`src/peripheral_control_status_pkg.sv`:
```
package peripheral_control_status_pkg;
  // ----------------------------------------
  // Local access widths
  // ----------------------------------------
  localparam int ADDR_W     = 20;
  localparam int DATA_W     = 16;
  localparam int ROM_WORD_W = 14;

  // ----------------------------------------
  // Local I/O and memory map
  // ----------------------------------------
  localparam logic [19:0] IO_SPC_IRQ   = 20'h0040D;
  localparam logic [19:0] IO_BYTE_FIFO = 20'h0041F;
  localparam logic [19:0] IO_ID_VECTOR = 20'h00480;
  localparam logic [19:0] IO_PERIPHERAL_CONTROL_STATUS      = 20'h00484;
  localparam logic [19:0] IO_CLR_BASE  = 20'h00488;
  localparam logic [19:0] IO_PS2_BASE  = 20'h00500;
  localparam logic [19:0] IO_PS3_BASE  = 20'h00580;
  localparam logic [19:0] IO_PS_SIZE   = 20'h00080;
  localparam logic [19:0] IO_WORD_FIFO = 20'h00600;
  localparam logic [19:0] ROM_BASE     = 20'hF8000;

  // ----------------------------------------
  // Status register fields
  // ----------------------------------------
  localparam int B_WR_PTR = 15, B_RD_PTR = 14, B_EMPTY = 13, B_FULL = 12;
  localparam int B_WFULL1 = 11, B_WFULL0 = 10, B_WAVL1 = 9, B_WAVL0 = 8;
  localparam int B_HOST_IRQ = 7, B_SPC_IRQ = 6, B_FAULT = 5, B_EOP1 = 4;
  localparam int B_EOP0 = 3, B_BUS_RST = 2, B_ATTN = 1, B_INIT = 0;
  localparam int EVT_N = 7;
  localparam logic [6:0] EVT_LOW_MASK = 7'h7C;
  localparam logic [6:0] EVT_RESET    = 7'h00;
  localparam logic       HOST_IRQ_RESET_N = 1'h1;

  // ----------------------------------------
  // Event pin indices
  // ----------------------------------------
  localparam int PIN_N = 9;
  localparam int P_SPC = 0, P_FAULT = 1, P_EOP1 = 2, P_EOP0 = 3, P_BRST = 4;
  localparam int P_CTRL = 5, P_IDV = 6, P_IACK = 7, P_HACK = 8;

  // ----------------------------------------
  // Controller registers (byte offsets)
  // ----------------------------------------
  localparam logic [7:0] WB_CMD    = 8'h00;
  localparam logic [7:0] WB_ADDR   = 8'h04;
  localparam logic [7:0] WB_WDATA  = 8'h08;
  localparam logic [7:0] WB_RDATA  = 8'h0C;
  localparam logic [7:0] WB_STATUS = 8'h10;
  localparam logic [7:0] WB_MASK   = 8'h14;
  localparam int S_DONE = 0, S_REFUSED = 1, S_BUSY = 2;
  localparam logic [1:0] STATUS_RESET = 2'h0;

  // Arbitrary card identity, not a real code
  localparam logic [15:0] CARD_ID   = 16'h5A00;
  localparam logic [2:0]  INIT_LAST = 3'h6;

  typedef enum logic [2:0] {
    OP_IO_RD = 3'b000, OP_IO_WR = 3'b001, OP_BYTE_WR = 3'b010,
    OP_BYTE_RD = 3'b011, OP_WORD_WR = 3'b100, OP_WORD_RD = 3'b101,
    OP_MEM_RD = 3'b110, OP_BAD = 3'b111
  } op_t;

  typedef enum logic [1:0] {
    ST_INIT = 2'b00, ST_IDLE = 2'b01, ST_CHECK = 2'b10, ST_XFER = 2'b11
  } ctrl_state_t;
endpackage

```
`src/peripheral_control_status_if.sv`:
```
`timescale 1ns/100ps
interface peripheral_control_status_if;
  logic [19:0] addr;
  logic        mem;
  logic        rd;
  logic        wr;
  logic [15:0] wdata;
  logic [15:0] rdata;
  logic        ack;

  modport card (
    input  addr, mem, rd, wr, wdata,
    output rdata, ack
  );
  modport cpu (
    output addr, mem, rd, wr, wdata,
    input  rdata, ack
  );
endinterface

```
`src/peripheral_control_status_card.sv`:
```
// Behaviour
// - One 16-bit control and status register
// - Bit 15 byte write pointer, zeroed by select three
// - Bit 14 byte read pointer, zeroed by select two
// - Bit 13 selected read FIFO empty
// - Bit 12 selected write FIFO full
// - Bits 11,10 low when word halves full
// - Bits 9,8 low when word halves available
// - Bit 7 drives host interrupt, hardware negates
// - Bit 6 protocol controller interrupt, active low
// - Bit 5 DMA fault nonmaskable interrupt
// - Bits 4,3 DMA end of process
// - Bit 2 bus reset, held while present
// - Bit 1 host control access attention
// - Bit 0 host identity register access
// - Firmware clears event bits 5 to 0 after power-up
// - Firmware memory decoded at upper chip select
// - Identity code written into identity register
`timescale 1ns/100ps
module peripheral_control_status_card
  import peripheral_control_status_pkg::*;
(
  // Clock and reset
  input  wire logic                  mclk,
  input  wire logic                  rst_n,
  // Local processor access
  peripheral_control_status_if.card                       bus,
  // Asynchronous event pins
  input  wire logic                  scsi_irq,
  input  wire logic                  dma_fault,
  input  wire logic                  dma_eop1,
  input  wire logic                  dma_eop0,
  input  wire logic                  scsi_bus_reset,
  input  wire logic                  host_ctrl_access,
  input  wire logic                  host_idvec_access,
  input  wire logic                  host_iack,
  input  wire logic                  host_irq_ack,
  // FIFO status, same clock
  input  wire logic [1:0]            byte_empty,
  input  wire logic [1:0]            byte_full,
  input  wire logic [1:0]            word_full_n,
  input  wire logic [1:0]            word_avail_n,
  input  wire logic [DATA_W-1:0]     fifo_rdata,
  // FIFO strobes and data
  output logic                       fifo_wr,
  output logic                       fifo_rd,
  output logic                       fifo_word,
  output logic                       fifo_sel,
  output logic [DATA_W-1:0]          fifo_wdata,
  output logic                       periph_chip_select_two,
  output logic                       periph_chip_select_three,
  // Firmware memory
  output logic                       upper_chip_select,
  output logic [ROM_WORD_W-1:0]      rom_word,
  input  wire logic [DATA_W-1:0]     rom_rdata,
  // Interrupts and identity
  output logic                       host_interrupt_request_n,
  output logic                       local_irq_zero,
  output logic                       local_irq_one,
  output logic                       local_irq_two,
  output logic                       local_irq_three,
  output logic                       local_nmi,
  output logic [DATA_W-1:0]          id_vector
);

  // ----------------------------------------
  // Decode helpers
  // ----------------------------------------
  function automatic logic hit(input logic [19:0] a, input logic [19:0] t);
    return a == t;
  endfunction

  function automatic logic in_block(input logic [19:0] a, input logic [19:0] b);
    return (a >= b) && (a < b + IO_PS_SIZE);
  endfunction

  // ----------------------------------------
  // Pin synchronisers
  // ----------------------------------------
  logic [PIN_N-1:0] pins;
  logic [PIN_N-1:0] meta_q;
  logic [PIN_N-1:0] sync_q;
  logic [PIN_N-1:0] prev_q;
  logic [PIN_N-1:0] rise;

  assign pins = {host_irq_ack, host_iack, host_idvec_access, host_ctrl_access,
                 scsi_bus_reset, dma_eop0, dma_eop1, dma_fault, scsi_irq};

  always_ff @(posedge mclk) begin
    if (!rst_n) begin
      meta_q <= '0;
      sync_q <= '0;
      prev_q <= '0;
    end else begin
      meta_q <= pins;
      sync_q <= meta_q;
      prev_q <= sync_q;
    end
  end

  assign rise = sync_q & ~prev_q;

  // ----------------------------------------
  // Access take and decode
  // ----------------------------------------
  logic              ack_q;
  logic              take;
  logic              io;
  logic              byte_wr;
  logic              byte_rd;
  logic              word_wr;
  logic              word_rd;
  logic              ps2;
  logic              ps3;
  logic              rom_hit;
  logic [7:0]        clr;

  // One take per request: ack_q masks the held strobe in the answer cycle
  assign take    = (bus.rd | bus.wr) & ~ack_q;
  assign io      = take & ~bus.mem;
  assign byte_wr = io & bus.wr & hit(bus.addr, IO_BYTE_FIFO);
  assign byte_rd = io & bus.rd & hit(bus.addr, IO_BYTE_FIFO);
  assign word_wr = io & bus.wr & hit(bus.addr, IO_WORD_FIFO);
  assign word_rd = io & bus.rd & hit(bus.addr, IO_WORD_FIFO);
  assign ps2     = io & in_block(bus.addr, IO_PS2_BASE);
  assign ps3     = io & in_block(bus.addr, IO_PS3_BASE);
  assign rom_hit = bus.mem & (bus.addr >= ROM_BASE);

  assign upper_chip_select = rom_hit & (bus.rd | bus.wr);
  assign rom_word          = bus.addr[ROM_WORD_W:1];

  // Clears ignore direction on purpose
  generate
    for (genvar i = 0; i < 8; i++) begin : g_clr
      if (i == B_SPC_IRQ) begin : g_spc
        assign clr[i] = io & hit(bus.addr, IO_SPC_IRQ);
      end else begin : g_bit
        assign clr[i] = io & hit(bus.addr, IO_CLR_BASE + 20'(i));
      end
    end
  endgenerate

  // ----------------------------------------
  // Event latches, bits 6 to 0
  // ----------------------------------------
  logic [EVT_N-1:0] set;
  logic [EVT_N-1:0] evt_q;

  assign set[B_SPC_IRQ] = rise[P_SPC];
  assign set[B_FAULT]   = rise[P_FAULT];
  assign set[B_EOP1]    = rise[P_EOP1];
  assign set[B_EOP0]    = rise[P_EOP0];
  assign set[B_BUS_RST] = sync_q[P_BRST];
  assign set[B_ATTN]    = rise[P_CTRL];
  assign set[B_INIT]    = rise[P_IDV] & ~sync_q[P_IACK];

  // Set wins over a clear in the same cycle
  generate
    for (genvar i = 0; i < EVT_N; i++) begin : g_evt
      always_ff @(posedge mclk) begin
        if (!rst_n) begin
          evt_q[i] <= EVT_RESET[i];
        end else if (set[i]) begin
          evt_q[i] <= 1'b1;
        end else if (clr[i]) begin
          evt_q[i] <= 1'b0;
        end
      end
    end
  endgenerate

  // ----------------------------------------
  // Host interrupt request, bit 7
  // ----------------------------------------
  logic host_irq_n_q;
  logic fw_assert;

  assign fw_assert = io & bus.wr & hit(bus.addr, IO_PERIPHERAL_CONTROL_STATUS) & ~bus.wdata[B_HOST_IRQ];

  always_ff @(posedge mclk) begin
    if (!rst_n) begin
      host_irq_n_q <= HOST_IRQ_RESET_N;
    end else if (fw_assert) begin
      host_irq_n_q <= 1'b0;
    end else if (clr[B_HOST_IRQ] | rise[P_HACK]) begin
      host_irq_n_q <= 1'b1;
    end
  end

  // ----------------------------------------
  // Byte pointers
  // ----------------------------------------
  logic wr_ptr_q;
  logic rd_ptr_q;

  always_ff @(posedge mclk) begin
    if (!rst_n) begin
      wr_ptr_q <= 1'b0;
    end else if (ps3) begin
      wr_ptr_q <= 1'b0;
    end else if (byte_wr) begin
      wr_ptr_q <= ~wr_ptr_q;
    end
  end

  always_ff @(posedge mclk) begin
    if (!rst_n) begin
      rd_ptr_q <= 1'b0;
    end else if (ps2) begin
      rd_ptr_q <= 1'b0;
    end else if (byte_rd) begin
      rd_ptr_q <= ~rd_ptr_q;
    end
  end

  // ----------------------------------------
  // Status word
  // ----------------------------------------
  logic [DATA_W-1:0] peripheral_control_status;

  assign peripheral_control_status = {wr_ptr_q, rd_ptr_q,
                 byte_empty[rd_ptr_q],
                 byte_full[wr_ptr_q],
                 word_full_n,
                 word_avail_n,
                 host_irq_n_q, evt_q ^ EVT_LOW_MASK};

  // ----------------------------------------
  // FIFO strobes
  // ----------------------------------------
  always_ff @(posedge mclk) begin
    if (!rst_n) begin
      fifo_wr   <= 1'b0;
      fifo_rd   <= 1'b0;
      fifo_word <= 1'b0;
      fifo_sel  <= 1'b0;
      periph_chip_select_two   <= 1'b0;
      periph_chip_select_three <= 1'b0;
    end else begin
      fifo_wr   <= byte_wr | word_wr;
      fifo_rd   <= byte_rd | word_rd;
      periph_chip_select_two   <= ps2;
      periph_chip_select_three <= ps3;
      if (byte_wr | byte_rd | word_wr | word_rd) begin
        fifo_word <= word_wr | word_rd;
        fifo_sel  <= byte_wr ? wr_ptr_q : rd_ptr_q;
      end
    end
  end

  always_ff @(posedge mclk) begin
    if (!rst_n) begin
      fifo_wdata <= '0;
    end else if (byte_wr | word_wr) begin
      fifo_wdata <= bus.wdata;
    end
  end

  // ----------------------------------------
  // Identity register
  // ----------------------------------------
  always_ff @(posedge mclk) begin
    if (!rst_n) begin
      id_vector <= '0;
    end else if (io & bus.wr & hit(bus.addr, IO_ID_VECTOR)) begin
      id_vector <= bus.wdata;
    end
  end

  // ----------------------------------------
  // Read data and answer
  // ----------------------------------------
  logic [DATA_W-1:0] rd_mux;
  logic [DATA_W-1:0] rdata_q;

  always_comb begin
    rd_mux = '0;
    if (bus.mem) begin
      if (rom_hit) rd_mux = rom_rdata;
    end else if (hit(bus.addr, IO_PERIPHERAL_CONTROL_STATUS)) begin
      rd_mux = peripheral_control_status;
    end else if (hit(bus.addr, IO_BYTE_FIFO)) begin
      rd_mux = {8'h00, rd_ptr_q ? fifo_rdata[15:8] : fifo_rdata[7:0]};
    end else if (hit(bus.addr, IO_WORD_FIFO)) begin
      rd_mux = fifo_rdata;
    end
  end

  always_ff @(posedge mclk) begin
    if (!rst_n) begin
      ack_q   <= 1'b0;
      rdata_q <= '0;
    end else begin
      ack_q <= take;
      if (take & bus.rd) rdata_q <= rd_mux;
    end
  end

  assign bus.ack   = ack_q;
  assign bus.rdata = rdata_q;

  // ----------------------------------------
  // Interrupt outputs
  // ----------------------------------------
  assign host_interrupt_request_n = host_irq_n_q;
  assign local_irq_zero  = evt_q[B_INIT];
  assign local_irq_one   = evt_q[B_ATTN];
  assign local_irq_two   = evt_q[B_SPC_IRQ] | evt_q[B_BUS_RST];
  assign local_irq_three = evt_q[B_EOP1] | evt_q[B_EOP0];
  assign local_nmi       = evt_q[B_FAULT];

endmodule

```
`src/flat_wrapper.sv`:
```
// flat-port wrapper written by rule: the top's interface ports become plain ports
module peripheral_control_status_card_flat import peripheral_control_status_pkg::*;
  (mclk, rst_n, scsi_irq, dma_fault, dma_eop1, dma_eop0, scsi_bus_reset, host_ctrl_access, host_idvec_access, host_iack, host_irq_ack, byte_empty, byte_full, word_full_n, word_avail_n, fifo_rdata, fifo_wr, fifo_rd, fifo_word, fifo_sel, fifo_wdata, periph_chip_select_two, periph_chip_select_three, upper_chip_select, rom_word, rom_rdata, host_interrupt_request_n, local_irq_zero, local_irq_one, local_irq_two, local_irq_three, local_nmi, id_vector, bus_addr, bus_mem, bus_rd, bus_wr, bus_wdata, bus_rdata, bus_ack);
  peripheral_control_status_if bus_i ();
  input  wire logic mclk;
  input  wire logic rst_n;
  input  wire logic scsi_irq;
  input  wire logic dma_fault;
  input  wire logic dma_eop1;
  input  wire logic dma_eop0;
  input  wire logic scsi_bus_reset;
  input  wire logic host_ctrl_access;
  input  wire logic host_idvec_access;
  input  wire logic host_iack;
  input  wire logic host_irq_ack;
  input  wire logic [1:0] byte_empty;
  input  wire logic [1:0] byte_full;
  input  wire logic [1:0] word_full_n;
  input  wire logic [1:0] word_avail_n;
  input  wire logic [DATA_W-1:0] fifo_rdata;
  output logic fifo_wr;
  output logic fifo_rd;
  output logic fifo_word;
  output logic fifo_sel;
  output logic [DATA_W-1:0] fifo_wdata;
  output logic periph_chip_select_two;
  output logic periph_chip_select_three;
  output logic upper_chip_select;
  output logic [ROM_WORD_W-1:0] rom_word;
  input  wire logic [DATA_W-1:0] rom_rdata;
  output logic host_interrupt_request_n;
  output logic local_irq_zero;
  output logic local_irq_one;
  output logic local_irq_two;
  output logic local_irq_three;
  output logic local_nmi;
  output logic [DATA_W-1:0] id_vector;
  input wire logic [$bits(bus_i.addr)-1:0] bus_addr;
  input wire logic [$bits(bus_i.mem)-1:0] bus_mem;
  input wire logic [$bits(bus_i.rd)-1:0] bus_rd;
  input wire logic [$bits(bus_i.wr)-1:0] bus_wr;
  input wire logic [$bits(bus_i.wdata)-1:0] bus_wdata;
  output wire logic [$bits(bus_i.rdata)-1:0] bus_rdata;
  output wire logic [$bits(bus_i.ack)-1:0] bus_ack;
  assign bus_i.addr = bus_addr;
  assign bus_i.mem = bus_mem;
  assign bus_i.rd = bus_rd;
  assign bus_i.wr = bus_wr;
  assign bus_i.wdata = bus_wdata;
  assign bus_rdata = bus_i.rdata;
  assign bus_ack = bus_i.ack;
  peripheral_control_status_card u_core (.mclk(mclk), .rst_n(rst_n), .bus(bus_i), .scsi_irq(scsi_irq), .dma_fault(dma_fault), .dma_eop1(dma_eop1), .dma_eop0(dma_eop0), .scsi_bus_reset(scsi_bus_reset), .host_ctrl_access(host_ctrl_access), .host_idvec_access(host_idvec_access), .host_iack(host_iack), .host_irq_ack(host_irq_ack), .byte_empty(byte_empty), .byte_full(byte_full), .word_full_n(word_full_n), .word_avail_n(word_avail_n), .fifo_rdata(fifo_rdata), .fifo_wr(fifo_wr), .fifo_rd(fifo_rd), .fifo_word(fifo_word), .fifo_sel(fifo_sel), .fifo_wdata(fifo_wdata), .periph_chip_select_two(periph_chip_select_two), .periph_chip_select_three(periph_chip_select_three), .upper_chip_select(upper_chip_select), .rom_word(rom_word), .rom_rdata(rom_rdata), .host_interrupt_request_n(host_interrupt_request_n), .local_irq_zero(local_irq_zero), .local_irq_one(local_irq_one), .local_irq_two(local_irq_two), .local_irq_three(local_irq_three), .local_nmi(local_nmi), .id_vector(id_vector));
endmodule
```
`config.mk`:
```
export PLATFORM = sky130hd
export DESIGN_NAME = peripheral_control_status_card_flat
export DESIGN_NICKNAME = d
export VERILOG_FILES = /design/src/peripheral_control_status_pkg.sv /design/src/peripheral_control_status_if.sv /design/src/peripheral_control_status_card.sv /design/src/flat_wrapper.sv
export SDC_FILE = /design/constraint.sdc
export NUM_CORES = 1
export LEC_CHECK = 0
export ABC_AREA = 1
export BUFFER_PORTS_ARGS = -buffer_cell sky130_fd_sc_hd__buf_2
export CELL_PAD_IN_SITES_DETAIL_PLACEMENT = 1
export CELL_PAD_IN_SITES_GLOBAL_PLACEMENT = 2
export CORE_UTILIZATION = 25
export CTS_CLUSTER_SIZE = 10
export DETAILED_ROUTE_END_ITERATION = 16
export PLACE_DENSITY = 0.76
export SLEW_MARGIN = 20
export SYNTH_ARGS = -nofsm -noshare
export SYNTH_HDL_FRONTEND = slang
export SYNTH_SLANG_ARGS = --single-unit
```
`constraint.sdc`:
```
create_clock -name mclk -period 1.6 [get_ports mclk]
set_input_delay 0.16 -clock mclk [delete_from_list [all_inputs] [get_ports mclk]]
set_output_delay 0.16 -clock mclk [all_outputs]
set_load 0.02 [all_outputs]
```
Yosys cells after proc, flatten, opt, wreduce, memory -nomap -nowiden
Cells that the tools add are included.
{ "totals": {"reg_bits": 92, "input_bits": 90, "out_inout_bits": 76} }
{ "classes": {"n_lt_le_gt_ge": 7, "n_eq_ne": 12, "muxes": 27, "n_bitwise": 45, "reduce_logical": 12} }
{ "op_table": {"columns": ["op", "count"], "rows": [
  ["$eq A20 B11 Y1 const B", 12],
  ["$mux W16", 5],
  ["$ge A20 B11 Y1 const B", 2],
  ["$lt A20 B11 Y1 const B", 2],
  ["$and A1 B1 Y1", 25],
  ["$mux W1", 21],
  ["$ge A20 B20 Y1 const B", 1],
  ["$reduce_bool A2 Y1", 8],
  ["$or A1 B1 Y1", 10],
  ["$and A9 B9 Y9", 1],
  ["$not A9 Y9", 1],
  ["$mux W8", 1],
  ["$not A1 Y1", 7],
  ["$not A5 Y5", 1],
  ["$lt A1 B2 Y1 const B", 2],
  ["$reduce_or A2 Y1", 2],
  ["$logic_and A1 B1 Y1", 2]
]} }

Logic depth before layout (Yosys ltp)
Gate-level depths: netlist (run 1).
{ "logic_depth": {"ltp_word": 8, "mapped_depth": 11, "depth_no_buf": 10} }

Worst setup path after synthesis (run 1)
Ideal clock, no wire load.
{ "synth_path": {"path_kind": "flip-flop to flip-flop", "start": "register u_core.ack_q, in the netlist u_core.bus.ack", "end": "register u_core.id_vector[10]", "setup_time_ps": 116, "arrival_ps": 1389, "required_time_ps": 1484, "setup_slack_ps": 95, "path_stages_with_launch": 10, "path_buffers": 1, "synth_period_minus_slack_ps": 1505, "cell_sequence": "dfxtp_1 -> inv_1 -> nand3_2 -> nor2_4 -> inv_2 -> nor3_2 -> nand2_2 -> clkbuf_1 -> o21ai_0 -> nor2_1"} }
{ "synth_via": {"elab_chain_len": 5} }
{ "synth_rtl": {"columns": ["item", "line_no", "source"], "rows": [
  ["start, declared", "peripheral_control_status_card.sv:106", "logic ack_q;"],
  ["start signal, assigned", "peripheral_control_status_card.sv:294", "ack_q <= take;"],
  ["$not A1 Y1", "peripheral_control_status_card.sv:119", "assign take = (bus.rd | bus.wr) & ~ack_q;"],
  ["$and A1 B1 Y1", "peripheral_control_status_card.sv:119", null],
  ["$and A1 B1 Y1", "peripheral_control_status_card.sv:120", "assign io = take & ~bus.mem;"],
  ["$and A1 B1 Y1 (2 in a row)", "peripheral_control_status_card.sv:265", "end else if (io & bus.wr & hit(bus.addr, IO_ID_VECTOR)) begin"],
  ["end signal, assigned", "peripheral_control_status_card.sv:266", "id_vector <= bus.wdata;"],
  ["end, declared", "peripheral_control_status_card.sv:63", "output logic [DATA_W-1:0] id_vector"]
]} }
No other way between the ends.
A chain may end at the register's enable or synchronous reset.

Final worst setup path (run 1)
{ "layout_path": {"start": "register u_core.ack_q, in the netlist u_core.bus.ack", "end": "register u_core.id_vector[15]"} }
Same word-level chain as after synthesis.

==> reports/qor.csv, run 1 <==
stage,metric,value,unit
clocking,clock_latency,0.34,ns
setup_path,crit_required,1.87,ns
placed_design,pre_cts_slack,-0.281,ns
routing,drtPass1Iterations,5,
placed_design,io_buffers,165,
timing,slew_violations,0,
cells_and_area,fillCellCount,2177,
clocking,h-tree-depth,3,
logic_synthesis,ys_async_sr_fraction,0,%
setup_path,cpMaxStageDelayCell,dfxtp_1,
timing,final.setup.worst_slack,0.0523,ns
global_routing,antenna_found_initial,1,
timing,fmax,646,MHz
placed_design,gp_congestion,0.891,
routing,avgViaCountPerCell,4.57,
min_path,min_path_type,primary input to flop,
logic_synthesis,synth_seq_cells,90,
global_routing,first_global_vias,4872,
cells_and_area,final_nets,912,
cells_and_area,layout-drive-gt1-share,30.5,%
logic_synthesis,netlist_instances,631,
clocking,clk_path_buf_depth,2,
placed_design,postPlaceCellArea,5480,sq um
timing,period_minus_slack,1.55,ns
power,leakage,3.07,nW
placed_design,hpwl,12500,microns
power,power,0.00547,W
global_routing,grt_overflow,0,
cells_and_area,syn_to_final_growth,39.2,%
floorplanning,coreArea,16700,sq um
floorplanning,ioPinCount,166,
placed_design,dp.cells,1019,
setup_path,start_kind,flop,
routing,via_count,4785,
timing,hold_viol_final,0,
routing,dr.first_iter.drc_count,193,
setup_path,cp.arrival,1.82,ns
clocking,root_buffer,clkbuf_16,
timing,fin_skew,0.00607,ns
power,ir_drop,0.000655,V
timing,finalCritPeriodShare,96.7,%
routing,ant_nets,0,
logic_synthesis,syn_avg_cell_area,6.82,sq um
global_routing,grt_util_all_layers,17.7,%
timing,fin_hold_ws,0.00967,ns
logic_synthesis,synth_warnings,0,
cells_and_area,stdcell_area,5990,sq um
routing,drc,0,
floorplanning,start_util,25.8,%
logic_synthesis,syn_nets,721,
global_routing,grt_pass1_wl,24800,microns
setup_path,endpoint_kind,flop,
floorplanning,rows,47,
logic_synthesis,synthFlopType,dfxtp_1,
logic_synthesis,ys_seq_area_share,41.9,%
clocking,numClockSinks,90,
job,cap_violations,0,
clocking,clk_pin_slew_worst_paths,0.07,ns
setup_path,cp_slowest_stage_delay,0.32,ns
global_routing,grt_start_max_net_pins,44,
run_status,status,finished clean,
logic_synthesis,synth_edf_count,0,
floorplanning,die_y,133,microns
timing,setup_viol,0,
routing,wl_per_cell,15.3,microns
setup_path,critPathMaxFanout,8,
logic_synthesis,ys_types,36,
floorplanning,fp.dieArea,17700,sq um
timing,worstMarginPinSlew,0.510,ns
timing,grt_setup_unrepaired,yes,
cells_and_area,final_cell_count_no_fill,1048,
floorplanning,die_width,133,microns
power,p_per_area,913,nW/um^2
timing,relSlewSlack,65.7,%
routing,routed_wirelength,16000,microns
clocking,numCtsBuffers,9,
setup_path,critPathKind,flop to flop,
clocking,cts_tree,built,
setup_path,crit_chain,inv_2 -> nand3_2 -> nor2_4 -> inv_2 -> nor3_4 -> buf_4 -> nand2_8 -> inv_6 -> nor2_1 -> nor2_1,
logic_synthesis,synth_area,4300,sq um
## per-layer routing
| layer | vias to the layer above | share of wire (%) | global-route usage [%] |
|---|---|---|---|
| met2 | 107 | 51 | 32.1 |
| li1 | 2378 | - | - |
| met5 | - | 0 | 0 |
| met4 | 0 | 1.8 | 5.74 |
| met1 | 2281 | 43 | 20.9 |
| met3 | 19 | 4.0 | 3.46 |
## cell type report
| class | instances | area [sq um] | area share, % |
|---|---|---|---|
| clock inverters | 7 | 126 | 2.11 |
| clock buffers | 9 | 225 | 3.76 |
| repair buffers | 213 | 1200 | 20.1 |
| well taps | 220 | 275 | 4.60 |
| multi-input cells | 404 | 1950 | 32.5 |
| flip-flops and latches | 90 | 1800 | 30.1 |
| repair inverters | 1 | 8.76 | 0.146 |
| inverters | 103 | 403 | 6.73 |
| diodes | 1 | 2.50 | 0.0418 |
## repair_timing
action | CTS | global route
setup buffers | 0 | 3
gates resized for setup | 3 | 23
hold buffers | 6 | 0
setup endpoints to repair | 16 | 30
pin swaps | 0 | 3
cloned | 0 | 3
endpoints found under the hold margin | 6 | 0
## synth_stat cells (2+ instances only)
cell type / instances / share of area [%]
o21ai_0: 72 / 8.4
nor4_1: 2 / 0.29
nand3_1: 39 / 4.5
inv_2: 6 / 0.52
nand2_2: 3 / 0.44
inv_1: 94 / 8.2
nand2_1: 99 / 8.6
or2_2: 2 / 0.29
buf_4: 14 / 2.4
and3_1: 2 / 0.29
nand3b_1: 4 / 0.70
nand3_2: 2 / 0.47
dfxtp_1: 90 / 42
mux2i_1: 2 / 0.47
nor2_4: 3 / 0.79
buf_6: 3 / 0.79
clkinv_1: 3 / 0.26
nor2_1: 98 / 8.6
clkbuf_1: 16 / 1.4
nor3_2: 3 / 0.70
nand4_1: 13 / 1.9
o211ai_1: 4 / 0.70
a21oi_1: 38 / 4.4
buf_2: 2 / 0.23
nor3_1: 6 / 0.70
## state kept, by name (all words and copies together), names as in the netlist
signal and flops:
u_core.sync_q 9, u_core.prev_q 7, u_core.fifo_word 1, u_core.id_vector 16
u_core.meta_q 9, u_core.fifo_wr 1, u_core.bus.ack 1, u_core.fifo_rd 1
u_core.periph_chip_select_two 1, u_core.periph_chip_select_three 1, u_core.rd_ptr_q 1, u_core.host_interrupt_request_n 1
u_core.local_nmi 1, u_core.evt_q 4, u_core.local_irq_one 1, u_core.bus.rdata 16
u_core.fifo_sel 1, u_core.local_irq_zero 1, u_core.wr_ptr_q 1, u_core.fifo_wdata 16
## cells in the final DEF, fill, tap and decap left out, types with 2 or more instances in the layout
cell type,count
buf_2,165
nand2_1,99
nor2_1,98
inv_1,93
dfxtp_1,90
o21ai_0,58
buf_4,42
nand3_1,39
a21oi_1,38
nand4_1,13
o21ai_1,12
clkbuf_16,9
nor3_1,6
inv_2,6
dlygate4sd3_1,6
nand3b_1,4
o211ai_1,4
nand2_2,3
nor2_4,3
bufinv_16,3
or2_2,2
nand3_2,2
clkinv_1,2
clkinvlp_4,2
and3_1,2
mux2i_1,2
nor3_2,2
o21ai_2,2
nor4_1,2
clkinv_4,2
## final timing paths
check / startpoint / cells after the start / slack [ns] / end
max: u_core.bus.ack$_SDFF_PN0_ / 10 / 0.05 / u_core.id_vector[15]$_SDFFE_PN0P_
min: scsi_irq / 3 / 0.01 / u_core.meta_q[0]$_SDFF_PN0_
max reg2reg: u_core.bus.ack$_SDFF_PN0_ / 10 / 0.05 / u_core.id_vector[15]$_SDFFE_PN0P_
min reg2reg: u_core.meta_q[5]$_SDFF_PN0_ / 2 / 0.41 / u_core.sync_q[5]$_SDFF_PN0_
## power breakdown
group,total [W],switching (W),internal (W),leakage [nW]
Combinational,0.000645,0.000395,0.000249,2.17
Clock,0.00249,0.000943,0.00154,0.168
Sequential,0.00234,0.0000317,0.00231,0.733
Total,0.00547,0.00137,0.00410,3.07
## worst max-delay path, delay by kind of cell (launching register included)
kind	cells	cell delay [ns]
flip-flops	1	0.32
buffers and inverters	4	0.46
AND/OR/NAND/NOR	6	0.70
## metrics by stage
stage,setup TNS [ns],utilization (%)
finish,0,35.9
global route,-0.0333,35.9
CTS,0,35.4
detailed placement,-5.29,32.8
global placement,-2.38,32.8
floorplan,0,-
## cells by family after synthesis
logic type,count (synthesis),share of synthesized area (%)
AOI/OAI and AO/OA,122,15.1
buffers and inverters,139,13.9
DFF,90,41.9
muxes,2,0.465
and+or+nand+nor,278,28.6
Note: power is estimated with default switching activity, not from simulation.
==> run 2, diff against run 1 <==
--- a/config.mk
+++ b/config.mk
@@ -7,12 +7,14 @@
 export LEC_CHECK = 0
 export ABC_AREA = 1
 export BUFFER_PORTS_ARGS = -buffer_cell sky130_fd_sc_hd__buf_2
+export CAP_MARGIN = 30
 export CELL_PAD_IN_SITES_DETAIL_PLACEMENT = 1
 export CELL_PAD_IN_SITES_GLOBAL_PLACEMENT = 2
 export CORE_UTILIZATION = 25
 export CTS_CLUSTER_SIZE = 10
 export DETAILED_ROUTE_END_ITERATION = 16
 export PLACE_DENSITY = 0.76
+export RECOVER_POWER = 100
 export SLEW_MARGIN = 20
 export SYNTH_ARGS = -nofsm -noshare
 export SYNTH_HDL_FRONTEND = slang
==> reports/qor.csv, run 2 (same netlist as run 1, synthesis figures left out) <==
stage,metric,value,unit,change
cells_and_area,layout_commonest_cell,nand2_1,,
floorplanning,die_y,133,microns,unchanged
cells_and_area,layout-drive-gt1-share,21.0,%,-9.4 points
power,p_switching,0.00137,W,-0.27%
power,p_int,0.00408,W,-0.44%
routing,via_count,4812,,+0.56%
clocking,clk_path_buf_depth,2,,unchanged
global_routing,grt_overflow,0,,unchanged
job,cap_violations,0,,unchanged
setup_path,endpoint_kind,flop,,
run_status,status,finished clean,,
timing,final.setup.worst_slack,0.0433,ns,-0.00908 ns
setup_path,cp.arrival,1.83,ns,about the same
clocking,clk_pin_slew_worst_paths,0.07,ns,about the same
power,ir_drop,0.000645,V,-1.5%
cells_and_area,syn_to_final_growth,36.9,%,
global_routing,grt_pass1_wl,24800,microns,unchanged
setup_path,r2r_cells,10,,unchanged
routing,drtPass1Iterations,4,,-1
floorplanning,start_util,25.8,%,unchanged
routing,ant_nets,0,,unchanged
global_routing,grt_start_max_net_pins,44,,unchanged
placed_design,hpwl,12500,microns,unchanged
cells_and_area,final_cell_mix,"nand2_1 (99), nor2_1 (98), inv_1 (93)",,
timing,hold_viol_final,0,,unchanged
routing,wl_per_cell,15.3,microns,+0.29%
placed_design,io_buffers,165,,unchanged
timing,period_minus_slack,1.56,ns,+0.00908 ns
power,power,0.00545,W,-0.40%
timing,finalCritPeriodShare,97.3,%,+0.57 points
setup_path,cp_num_cells,10,,unchanged
min_path,min_path_type,primary input to flop,,
cells_and_area,final_util,35.2,%,-0.61 points
routing,dr.first_iter.drc_count,202,,+4.7%
routing,routed_wirelength,16000,microns,+0.29%
setup_path,cp_num_buf_inv,4,,unchanged
power,clockPowerShare,45.5,%,about the same
routing,drc,0,,unchanged
timing,fin_hold_ws,0.0122,ns,+0.00254 ns
clocking,clock_latency,0.34,ns,about the same
clocking,numClockSinks,90,,unchanged
clocking,h-tree-depth,3,,unchanged
timing,slew_violations,0,,unchanged
timing,fmax,642,MHz,-0.58%
min_path,hold_path_depth,3,,unchanged
setup_path,crit_chain,inv_2 -> nand3_2 -> nor2_4 -> inv_2 -> nor3_4 -> buf_4 -> nand2_8 -> inv_6 -> nor2_1 -> nor2_1,,
setup_path,critPathKind,flop to flop,,
setup_path,path_delay_family,simple AND/OR/NAND/NOR gates,,
global_routing,first_global_vias,4872,,unchanged
setup_path,cpMaxStageDelayCell,dfxtp_1,,
global_routing,antenna_found_initial,1,,unchanged
cells_and_area,final_nets,912,,unchanged
power,combPwrFrac,11.5,%,-0.3 points
timing,setup_viol,0,,unchanged
placed_design,pre_cts_slack,-0.281,ns,unchanged
routing,avgViaCountPerCell,4.59,,+0.56%
timing,relSlewSlack,42.9,%,-23 points
timing,worstMarginPinSlew,0.857,ns,+0.347 ns
cells_and_area,final_cell_count_no_fill,1048,,unchanged
floorplanning,die_width,133,microns,unchanged
power,pwr-share-seq,42.9,%,about the same
global_routing,grt_util_all_layers,17.7,%,unchanged
floorplanning,coreArea,16700,sq um,unchanged
clocking,numCtsBuffers,9,,unchanged
placed_design,dp.cells,1019,,unchanged
setup_path,critPathMaxFanout,8,,unchanged
power,p_per_area,925,nW/um^2,+1.3%
power,leakage,2.77,nW,-9.9%
clocking,cts_tree,built,,
placed_design,gp_congestion,0.891,,unchanged
clocking,root_buffer,clkbuf_16,,
setup_path,crit_required,1.87,ns,about the same
setup_path,start_kind,flop,,
setup_path,cp_slowest_stage_delay,0.32,ns,about the same
floorplanning,rows,47,,unchanged
timing,fin_skew,0.00603,ns,-0.0000346 ns
floorplanning,fp.dieArea,17700,sq um,unchanged
floorplanning,ioPinCount,166,,unchanged
power,switching_share,25.1,%,+0.032 points
timing,grt_setup_unrepaired,yes,,
## run 2: power groups by stage
stage               Combinational [W]  Clock, W  Sequential, W
global placement             0.000613         0        0.00239
floorplan                    0.000286         0        0.00242
finish                       0.000628   0.00248        0.00234
CTS                          0.000644   0.00256        0.00234
detailed placement           0.000628         0        0.00239
global route                 0.000695   0.00265        0.00235
## run 2: path summary, 6_finish.rpt
kind	start	end	slack [ns]
worst max register to register	u_core.bus.ack$_SDFF_PN0_	u_core.id_vector[15]$_SDFFE_PN0P_	0.04
worst max-delay path	u_core.bus.ack$_SDFF_PN0_	u_core.id_vector[15]$_SDFFE_PN0P_	0.04
worst min register to register	u_core.meta_q[3]$_SDFF_PN0_	u_core.sync_q[3]$_SDFF_PN0_	0.41
worst min-delay path	scsi_irq	u_core.meta_q[0]$_SDFF_PN0_	0.01
## run 2: layer usage
layer	wire length, microns	global-route usage (%)	share of wire (%)	up-vias
met3	661	3.46	4.1	19
li1	-	-	-	2379
met5	0	0	0	-
met2	8200	32.1	51	115
met1	6910	20.9	43	2299
met4	255	5.74	1.6	0
## run 2: what timing repair did
action	in CTS	in global routing
cloned	0	3
setup endpoints to repair	16	30
endpoints found under the hold margin	6	0
hold buffers	6	0
gates resized for setup	3	23
setup buffers	0	3
pin swaps	0	3
## run 2: cell type report
class / instances / area, sq um
Fill cell: 2205 / 10800
Multi-Input combinational cell: 404 / 1950
Sequential cell: 90 / 1800
Timing Repair Buffer: 213 / 1100
Inverter: 103 / 403
Tap cell: 220 / 275
Clock buffer: 9 / 225
Clock inverter: 7 / 126
Timing Repair inverter: 1 / 8.76
Antenna cell: 1 / 2.50
## run 2: per-stage QoR
| stage | setup TNS [ns] | instance area [sq um] |
|---|---|---|
| finish | 0 | 5890 |
| global route | -0.0340 | 5890 |
| CTS | 0 | 5900 |
| detailed placement | -5.29 | 5480 |
| global placement | -2.38 | 5480 |
| floorplan | 0 | 4300 |
## run 2: tightest hold or removal path, delay by kind of cell
kind / cells / cell delay, ns
buffers and inverters: 2 / 0.12
and+or+nand+nor: 1 / 0.05
